<file path="src/t16c_pkg.sv">
// Package of constants for the 16-bit timer counter with input capture
package t16c_pkg;
    // CPU byte addresses of the registers
    localparam logic [3:0] ADDR_CNT_LO   = 4'h0;
    localparam logic [3:0] ADDR_CNT_HI   = 4'h1;
    localparam logic [3:0] ADDR_CAP_LO   = 4'h2;
    localparam logic [3:0] ADDR_CAP_HI   = 4'h3;
    localparam logic [3:0] ADDR_CTRL_A   = 4'h4;
    localparam logic [3:0] ADDR_CTRL_B   = 4'h5;
    localparam logic [3:0] ADDR_FLAGS    = 4'h6;
    localparam logic [3:0] ADDR_IRQ_EN   = 4'h7;
    localparam logic [3:0] ADDR_CMP_CTRL = 4'h8;
    // Control register A fields
    localparam int WGM_A_LSB = 0;
    // Control register B fields
    localparam int CS_LSB    = 0;
    localparam int WGM_B_LSB = 3;
    localparam int NF_BIT    = 7;
    // Flag and enable positions, control B edge select bit and comparator capture select bit
    localparam int OVF_BIT   = 0;
    localparam int CAPF_BIT  = 1;
    localparam int EDGE_BIT  = 6;
    localparam int COMPARATOR_CAPTURE_SELECT_BIT  = 2;
    // Clock select codes
    localparam logic [2:0] CS_STOP = 3'h0;
    localparam logic [2:0] CS_DIV1 = 3'h1;
    localparam logic [2:0] CS_DIV8 = 3'h2;
    localparam logic [2:0] CS_DIV64 = 3'h3;
    // Waveform modes; all but WGM_NORMAL take TOP from the capture register
    localparam logic [3:0] WGM_NORMAL   = 4'h0;
    localparam logic [3:0] WGM_CTC_CAP  = 4'hc;
    localparam logic [3:0] WGM_PWM_CAP  = 4'he;
    localparam logic [3:0] WGM_PFC_CAP  = 4'h8;
    localparam logic [3:0] WGM_PC_CAP   = 4'ha;
    // Fixed values
    localparam logic [15:0] BOTTOM_VAL = 16'h0000;
    localparam logic [15:0] MAX_VAL    = 16'hffff;
    localparam logic [15:0] RESET_16   = 16'h0000;
    localparam logic [7:0]  RESET_8    = 8'h00;
    // Noise filter sample count
    localparam int NF_SAMPLES = 4;
endpackage

</file>
<file path="src/t16c_noise_filter.sv">
// Four-sample noise filter for the capture input
`timescale 1ns/1ps
module t16c_noise_filter (
    input  wire logic mclk,
    input  wire logic nrst,
    input  wire logic din,
    output logic      dout
);
    logic [t16c_pkg::NF_SAMPLES-2:0] hist_reg;
    logic [t16c_pkg::NF_SAMPLES-1:0] window;

    // Current input is the fourth sample, so filtering costs exactly four cycles
    assign window = {hist_reg, din};

    always_ff @(posedge mclk) begin
        if (!nrst) begin
            hist_reg <= '0;
        end else begin
            hist_reg <= {hist_reg[t16c_pkg::NF_SAMPLES-3:0], din};
        end
    end

    always_ff @(posedge mclk) begin
        if (!nrst) begin
            dout <= 1'b0;
        end else if (&window) begin
            dout <= 1'b1;
        end else if (~|window) begin
            dout <= 1'b0;
        end
    end
endmodule

</file>
<file path="src/t16c_timer.sv">
// 16-bit timer counter with input capture and byte-wise CPU access
`timescale 1ns/1ps
// Contract
// - Counter shows as two bytes; high location reaches shared holding register.
// - Each timer tick clears, increments or decrements the counter per mode.
// - Clock select picks tick source; zero stops the counter.
// - CPU may read and write the counter whether running or not.
// - A CPU counter write beats a same-cycle clear or count.
// - Four-bit waveform mode, split over control A and B, sets sequence.
// - Overflow flag set where the mode defines; may request interrupt.
// - Matching edge on selected capture input copies counter into capture.
// - Capture flag sets with the copy; enable bit raises request.
// - Capture flag clears on service or on software writing one.
// - Capture read low first; low read loads holding with high byte.
// - Capture register writable only in modes using it as TOP.
// - Comparator select bit switches trigger to comparator output.
// - Switching trigger source may capture; software clears flag afterwards.
// - Filter and edge path disabled in modes using capture as TOP.
// - Filter output changes only after four equal samples.
// - Filter enable adds four system clocks of capture delay.
// - Filter runs on system clock, independent of prescaler.
// - Capture pin observed even when software drives it.
// - BOTTOM is zero; low write moves holding plus low in one cycle.
// - Low-byte write loads whole 16-bit register atomically.
module t16c_timer (
    input  wire logic       mclk,
    input  wire logic       nrst,
    input  wire logic [3:0] cpu_addr,
    input  wire logic       cpu_wr,
    input  wire logic       cpu_rd,
    input  wire logic [7:0] cpu_wdata,
    output logic      [7:0] cpu_rdata,
    input  wire logic       ext_tick,
    input  wire logic       capture_pin,
    input  wire logic       comparator_output,
    input  wire logic       ovf_irq_ack,
    input  wire logic       cap_irq_ack,
    output logic            ovf_irq,
    output logic            cap_irq,
    output logic            top_pulse,
    output logic            bottom_pulse,
    output logic            count_down,
    output logic      [3:0] waveform_mode_field
);
    logic [15:0] count_value_reg;
    logic [15:0] capture_value_reg;
    logic [7:0]  hold_reg;
    logic [7:0]  control_reg_a;
    logic [7:0]  control_reg_b;
    logic [7:0]  irq_en_reg;
    logic [7:0]  comparator_control_reg;
    logic        overflow_flag;
    logic        capture_flag;
    logic [5:0]  presc_reg;
    logic        dir_down_reg;
    logic        cap_raw_reg;
    logic        cap_prev_reg;
    logic        src_prev_reg;
    logic        filt_out;
    logic        timer_tick;
    logic [3:0]  wgm;
    logic [2:0]  clock_source_select;
    logic        cap_is_top;
    logic [15:0] top_val;
    logic        wr_cnt_lo;
    logic        wr_cap_lo;
    logic        rd_cnt_lo;
    logic        rd_cap_lo;
    logic        cap_sel;
    logic        edge_in;
    logic        cap_trig;
    logic        at_top;
    logic        at_bottom;
    logic        dual_slope;
    logic        set_ovf;

    // mode bits from both control registers
    assign wgm = {control_reg_b[t16c_pkg::WGM_B_LSB+1:t16c_pkg::WGM_B_LSB],
                  control_reg_a[t16c_pkg::WGM_A_LSB+1:t16c_pkg::WGM_A_LSB]};
    assign clock_source_select = control_reg_b[t16c_pkg::CS_LSB+2:t16c_pkg::CS_LSB];
    assign cap_is_top = (wgm == t16c_pkg::WGM_CTC_CAP) || (wgm == t16c_pkg::WGM_PWM_CAP)
                     || (wgm == t16c_pkg::WGM_PFC_CAP) || (wgm == t16c_pkg::WGM_PC_CAP);
    assign dual_slope = (wgm == t16c_pkg::WGM_PFC_CAP) || (wgm == t16c_pkg::WGM_PC_CAP);
    assign top_val = cap_is_top ? capture_value_reg : t16c_pkg::MAX_VAL;

    assign wr_cnt_lo = cpu_wr && (cpu_addr == t16c_pkg::ADDR_CNT_LO);
    assign wr_cap_lo = cpu_wr && (cpu_addr == t16c_pkg::ADDR_CAP_LO);
    assign rd_cnt_lo = cpu_rd && (cpu_addr == t16c_pkg::ADDR_CNT_LO);
    assign rd_cap_lo = cpu_rd && (cpu_addr == t16c_pkg::ADDR_CAP_LO);

    // Prescaler divider on the system clock
    always_ff @(posedge mclk) begin
        if (!nrst) begin
            presc_reg <= '0;
        end else begin
            presc_reg <= presc_reg + 6'h01;
        end
    end

    always_comb begin
        case (clock_source_select)
            t16c_pkg::CS_STOP:  timer_tick = 1'b0;
            t16c_pkg::CS_DIV1:  timer_tick = 1'b1;
            t16c_pkg::CS_DIV8:  timer_tick = (presc_reg[2:0] == 3'h7);
            t16c_pkg::CS_DIV64: timer_tick = (presc_reg == 6'h3f);
            default:            timer_tick = ext_tick;
        endcase
    end

    assign at_bottom = (count_value_reg == t16c_pkg::BOTTOM_VAL);
    assign at_top    = (count_value_reg == top_val);

    // Direction for dual-slope modes
    always_ff @(posedge mclk) begin
        if (!nrst) begin
            dir_down_reg <= 1'b0;
        end else if (!dual_slope) begin
            dir_down_reg <= 1'b0;
        end else if (timer_tick && !wr_cnt_lo) begin
            if (at_top) begin
                dir_down_reg <= 1'b1;
            end else if (at_bottom) begin
                dir_down_reg <= 1'b0;
            end
        end
    end

    // low-location write moves holding into high byte
    always_ff @(posedge mclk) begin
        if (!nrst) begin
            count_value_reg <= t16c_pkg::RESET_16;
        end else if (wr_cnt_lo) begin
            count_value_reg <= {hold_reg, cpu_wdata};
        end else if (timer_tick) begin
            // clear, up or down per mode
            if (dual_slope) begin
                if ((dir_down_reg && !at_bottom) || at_top) begin
                    count_value_reg <= count_value_reg - 16'h0001;
                end else begin
                    count_value_reg <= count_value_reg + 16'h0001;
                end
            end else if (at_top) begin
                count_value_reg <= t16c_pkg::RESET_16;
            end else begin
                count_value_reg <= count_value_reg + 16'h0001;
            end
        end
    end

    // overflow point per mode: bottom in dual slope, else top/max
    assign set_ovf = timer_tick && !wr_cnt_lo
                  && (dual_slope ? (at_bottom && dir_down_reg) : at_top);

    // holding register: high writes, low reads load it
    always_ff @(posedge mclk) begin
        if (!nrst) begin
            hold_reg <= t16c_pkg::RESET_8;
        end else if (cpu_wr && ((cpu_addr == t16c_pkg::ADDR_CNT_HI)
                                || (cpu_addr == t16c_pkg::ADDR_CAP_HI))) begin
            hold_reg <= cpu_wdata;
        end else if (rd_cnt_lo) begin
            hold_reg <= count_value_reg[15:8];
        end else if (rd_cap_lo) begin
            hold_reg <= capture_value_reg[15:8];
        end
    end

    // Control registers
    always_ff @(posedge mclk) begin
        if (!nrst) begin
            control_reg_a          <= t16c_pkg::RESET_8;
            control_reg_b          <= t16c_pkg::RESET_8;
            irq_en_reg             <= t16c_pkg::RESET_8;
            comparator_control_reg <= t16c_pkg::RESET_8;
        end else if (cpu_wr) begin
            case (cpu_addr)
                t16c_pkg::ADDR_CTRL_A:   control_reg_a <= cpu_wdata;
                t16c_pkg::ADDR_CTRL_B:   control_reg_b <= cpu_wdata;
                t16c_pkg::ADDR_IRQ_EN:   irq_en_reg <= cpu_wdata;
                t16c_pkg::ADDR_CMP_CTRL: comparator_control_reg <= cpu_wdata;
                default: ;
            endcase
        end
    end

    // pin level sampled regardless of who drives it
    assign cap_sel = comparator_control_reg[t16c_pkg::COMPARATOR_CAPTURE_SELECT_BIT]
                   ? comparator_output : capture_pin;

    always_ff @(posedge mclk) begin
        if (!nrst) begin
            cap_raw_reg <= 1'b0;
        end else begin
            cap_raw_reg <= cap_sel;
        end
    end

    t16c_noise_filter u_filter (
        .mclk (mclk),
        .nrst (nrst),
        .din  (cap_raw_reg),
        .dout (filt_out)
    );

    assign edge_in = control_reg_b[t16c_pkg::NF_BIT] ? filt_out : cap_raw_reg;

    always_ff @(posedge mclk) begin
        if (!nrst) begin
            cap_prev_reg <= 1'b0;
            src_prev_reg <= 1'b0;
        end else begin
            cap_prev_reg <= edge_in;
            src_prev_reg <= cap_prev_reg;
        end
    end

    // edge path off when capture is TOP
    // a source switch looks like an edge and may capture
    assign cap_trig = !cap_is_top && (cap_prev_reg != src_prev_reg)
                   && (cap_prev_reg == control_reg_b[t16c_pkg::EDGE_BIT]);

    // copy counter on trigger; writes only when TOP
    always_ff @(posedge mclk) begin
        if (!nrst) begin
            capture_value_reg <= t16c_pkg::RESET_16;
        end else if (wr_cap_lo && cap_is_top) begin
            capture_value_reg <= {hold_reg, cpu_wdata};
        end else if (cap_trig) begin
            capture_value_reg <= count_value_reg;
        end
    end

    // flag with copy; clear by ack or one written, set wins
    always_ff @(posedge mclk) begin
        if (!nrst) begin
            capture_flag <= 1'b0;
        end else if (cap_trig) begin
            capture_flag <= 1'b1;
        end else if (cap_irq_ack || (cpu_wr && (cpu_addr == t16c_pkg::ADDR_FLAGS)
                                     && cpu_wdata[t16c_pkg::CAPF_BIT])) begin
            capture_flag <= 1'b0;
        end
    end

    // overflow flag, set wins over clear
    always_ff @(posedge mclk) begin
        if (!nrst) begin
            overflow_flag <= 1'b0;
        end else if (set_ovf) begin
            overflow_flag <= 1'b1;
        end else if (ovf_irq_ack || (cpu_wr && (cpu_addr == t16c_pkg::ADDR_FLAGS)
                                     && cpu_wdata[t16c_pkg::OVF_BIT])) begin
            overflow_flag <= 1'b0;
        end
    end

    // Registered outputs to compare unit and interrupt controller
    always_ff @(posedge mclk) begin
        if (!nrst) begin
            ovf_irq             <= 1'b0;
            cap_irq             <= 1'b0;
            top_pulse           <= 1'b0;
            bottom_pulse        <= 1'b0;
            count_down          <= 1'b0;
            waveform_mode_field <= t16c_pkg::WGM_NORMAL;
        end else begin
            ovf_irq             <= (overflow_flag || set_ovf) && irq_en_reg[t16c_pkg::OVF_BIT];
            cap_irq             <= (capture_flag || cap_trig) && irq_en_reg[t16c_pkg::CAPF_BIT];
            top_pulse           <= timer_tick && at_top;
            bottom_pulse        <= timer_tick && at_bottom;
            count_down          <= dir_down_reg;
            waveform_mode_field <= wgm;
        end
    end

    // high location reads the holding register
    always_ff @(posedge mclk) begin
        if (!nrst) begin
            cpu_rdata <= t16c_pkg::RESET_8;
        end else if (cpu_rd) begin
            case (cpu_addr)
                t16c_pkg::ADDR_CNT_LO:   cpu_rdata <= count_value_reg[7:0];
                t16c_pkg::ADDR_CNT_HI:   cpu_rdata <= hold_reg;
                t16c_pkg::ADDR_CAP_LO:   cpu_rdata <= capture_value_reg[7:0];
                t16c_pkg::ADDR_CAP_HI:   cpu_rdata <= hold_reg;
                t16c_pkg::ADDR_CTRL_A:   cpu_rdata <= control_reg_a;
                t16c_pkg::ADDR_CTRL_B:   cpu_rdata <= control_reg_b;
                t16c_pkg::ADDR_FLAGS:    cpu_rdata <= {6'h00, capture_flag, overflow_flag};
                t16c_pkg::ADDR_IRQ_EN:   cpu_rdata <= irq_en_reg;
                t16c_pkg::ADDR_CMP_CTRL: cpu_rdata <= comparator_control_reg;
                default:                 cpu_rdata <= t16c_pkg::RESET_8;
            endcase
        end
    end
endmodule

</file>
<file path="config.mk">
export PLATFORM = sky130hd
export DESIGN_NAME = t16c_timer
export DESIGN_NICKNAME = d
export VERILOG_FILES = /design/src/t16c_pkg.sv /design/src/t16c_noise_filter.sv /design/src/t16c_timer.sv
export SDC_FILE = /design/constraint.sdc
export NUM_CORES = 1
export LEC_CHECK = 0
export ABC_AREA = 0
export BUFFER_PORTS_ARGS = -buffer_cell sky130_fd_sc_hd__buf_2
export CAP_MARGIN = 20
export CORE_ASPECT_RATIO = 0.5
export CORE_MARGIN = 1.5
export CORE_UTILIZATION = 40
export CTS_BUF_LIST = sky130_fd_sc_hd__clkbuf_8
export CTS_CLUSTER_SIZE = 30
export DETAILED_ROUTE_END_ITERATION = 6
export PLACE_DENSITY = 0.59
export SYNTH_ARGS = -nofsm -noshare
export SYNTH_HDL_FRONTEND = slang
export SYNTH_SLANG_ARGS = --single-unit
export TNS_END_PERCENT = 5
</file>
<file path="constraint.sdc">
create_clock -name mclk -period 4.2 [get_ports mclk]
set_input_delay 0.42 -clock mclk [delete_from_list [all_inputs] [get_ports mclk]]
set_output_delay 0.42 -clock mclk [all_outputs]
set_load 0.01 [all_outputs]
</file>
==> impl_results.md <==
- Outcome: completed
- Synth Flop Type: dfxtp_1
- Synthesized area per cell: ~8.0 sq um
- Gate power share: 19.1%
- Min cycle time layout: 3.253 ns
- Slew Limit Fails: 0
- Critical Path RT: 4.48 ns
- Place WS: 0.9637 ns
- Sw frac: 35.61%
- PD cells: 345.5 nW/um^2
- Distinct cells, synth: 64
- Initial antenna violation count: 0
- Pin count of the biggest net entering global routing: 83
- Die area: 16110 sq um
- Kind of critical path: reg2reg
- Cell with the most instances after synthesis: dfxtp_1
- Register area share after synthesis: 34.31%
- Nets: 783
- Final Wtd Congestion: roughly 0.94
- Internal Power: 1.459 mW
- Port bufs: 37
- DRT Pass-1 Iters: 5
- FMAX: 0.3074 GHz
- Setup tns final: 0 ns
- Psw: 0.8068 mW
- Initial Util: a little over two fifths
- Average wire per standard cell: 20.80 um
- Final WS setup: 0.9465 ns
- Final Hold Fails: 0
- Total global routing overflow: 0
- Final Total Pwr: approximately 2.3 mW
- Post-Route Skew: 0.01512 ns
- Hpwl dp: 13820 um
- Post-Route Utilization: 44.61%
- Startpoint types: register
- Worst Max-Slew Pin Slew: 0.9416 ns
- Worst hold slack: between 0.3 and 0.4 ns
- Synthesized Nets: 794
- Worst-case clock buffer depth: 2
- Max FO, Critical Path: 22
- Post-synth EDFFs: 0
- Post-synthesis register bit count: roughly 110
- Via/cell ratio: 6.116
- H-tree Lvls: 3
- # IOs: 38
- Crit. End Element: register
- Area leader, netlist: dfxtp_1
- Max_slew headroom: 37.22%
- Die Span Y: roughly 91 um
- Vias: 5871
- PostCTS Resize Cnt: 0
- Vias in the first global route: between 5000 and 6000
- Fraction of registers with async set/reset: 0%
- Cells after Synth: 768
- Final Cycle Share: 77.46%
- Endpoints failing setup: 0
- Root buf cell: clkbuf_8
- # hold bufs at CTS: 0
- CTS tree: yes
- Clock share of power: 29.2%
- Ys Warns: 0
- Fillers: 1471
- Sequential Power Share: between 50% and 60%
- P_leak: 2.563 nW
- Clock Latency Late Sink: 0.39 ns
- CTS Buf Count: 9
- Routed Wire Length: ~20000 um
- Chip width: between 150 and 200 um
- Sink Count: roughly 110
- Ranking of synthesized cells by area: dfxtp_1, nand2_1, nor2b_1, mux2i_1, nand3_1
- First-pass GRT wire length: 30990 um
- Top post-synthesis cells by count: dfxtp_1, nand2_1, clkbuf_1
- DRC: 0
- Storage cell area: 2102 sq um
- Peak supply drop: 0.1643 mV
- Area growth, synth to finish: 7.047%
- RSZ-0062 raised after global routing: no
- Area of the mapped netlist: 6126 sq um
- Area fraction of the dominant cell type after synthesis: approximately 34%
- Number of routed nets with antenna violations: 0
- CORE AREA: between 10000 and 15000 sq um
- Clock Pin Slew Worst Setup and Hold Paths: 0.12 ns
- Worst min path class: in2reg
- Share of layout cells above drive strength 1: about a tenth
- Iteration-0 DRC Markers: 634
- Worst Path Arrival: between 3 and 4 ns
- GRT Overall Usage: 25.08%
- Area of the multi-input gates: 3687 sq um
- Row cnt: 31
- Post-CTS Setup Inserts: 0
- Max-cap violations: 0
- # diodes: 0
-- power by group through the flow --
stage | Clock (mW) | Sequential (mW) | Combinational, mW
2_1_floorplan | 0 | 1.09 | 0.378
3_3_place_gp | 0 | 1.19 | 0.422
3_5_place_dp | 0 | 1.18 | 0.425
4_1_cts | 0.676 | 1.16 | 0.426
5_1_grt | 0.714 | 1.18 | 0.470
6_report | 0.662 | 1.17 | 0.434
-- through the flow --
step | area [sq um] | instances
after CTS | 6558 | 960
after floorplan | 6126 | 768
final | 6558 | 960
after detailed placement | 6350 | 944
after global placement | 6350 | 944
after global routing | 6558 | 960
-- logic make-up (layout without fill, tap and decap cells) --
group / count (synthesis) / after routing / share of synthesized area [%]
flip-flops: 105 / 105 / 34.31
multiplexers: 28 / 28 / 4.575
AND/OR/NAND/NOR: 329 / 329 / 27.61
AO/OA/AOI/OAI: 206 / 206 / 25.06
XOR/XNOR: 13 / 13 / 1.859
buffers and inverters: 82 / 76 / 5.555
adder cells (fa/ha/maj): 5 / 5 / 1.021
-- routing by layer --
metal	part of all wire, %	GRT usage, %	vias to the layer above
li1	-	-	2774
met3	8.2	5.766	30
met5	0	0	-
met1	48	36.34	2818
met4	1.6	6.303	0
met2	42	37.09	249
-- critical path: stages, from the launching register on --
cell	delay, ns
dfxtp_1	0.53
nand2b_1	0.47
nor4_1	0.11
o32ai_1	0.39
nor4_2	0.09
buf_4	0.19
o21ai_2	0.76
a21oi_1	0.07
or4_1	0.52
-- layout make-up --
cell class | instances | area share, %
multi-input combinational | 581 | 56.23
sequential | 105 | 32.06
timing repair buffer | 48 | 4.083
tap | 198 | 3.778
clock buffer | 10 | 2.099
clock inverter | 6 | 1.068
inverter | 12 | 0.6869
-- path summary, 6_finish.rpt --
kind                          from             endpoint  slack (ns)  cells past startpoint
setup / recovery  control_reg_a[0]  count_value_reg[15]        0.95                      8
hold / removal         cap_irq_ack         capture_flag        0.30                      3
setup reg to reg  control_reg_a[0]  count_value_reg[15]        0.95                      8
hold reg to reg       presc_reg[0]         presc_reg[0]        0.45                      1
-- layout by cell type (no fill, tap or decap), drive strengths merged, types with 4 or more instances in the layout --
cell type,n
a21boi,29
o32ai,4
clkbuf,10
o21a,5
and2,17
o211a,18
o221ai,5
o2111ai,7
a21oi,27
o221a,4
nand4,6
inv,14
nand2b,10
nor4bb,5
o31ai,8
and3,11
nor4,16
ha,5
o21ai,25
nor2,39
xnor2,8
mux2i,28
nand2,102
nand3,45
o211ai,13
a221oi,9
dfxtp,105
a31oi,11
a32o,4
clkinv,4
buf,48
nor3,12
nor2b,45
nand3b,5
a22oi,20
xor2,5
No activity file was read; power rests on OpenSTA's default activity.
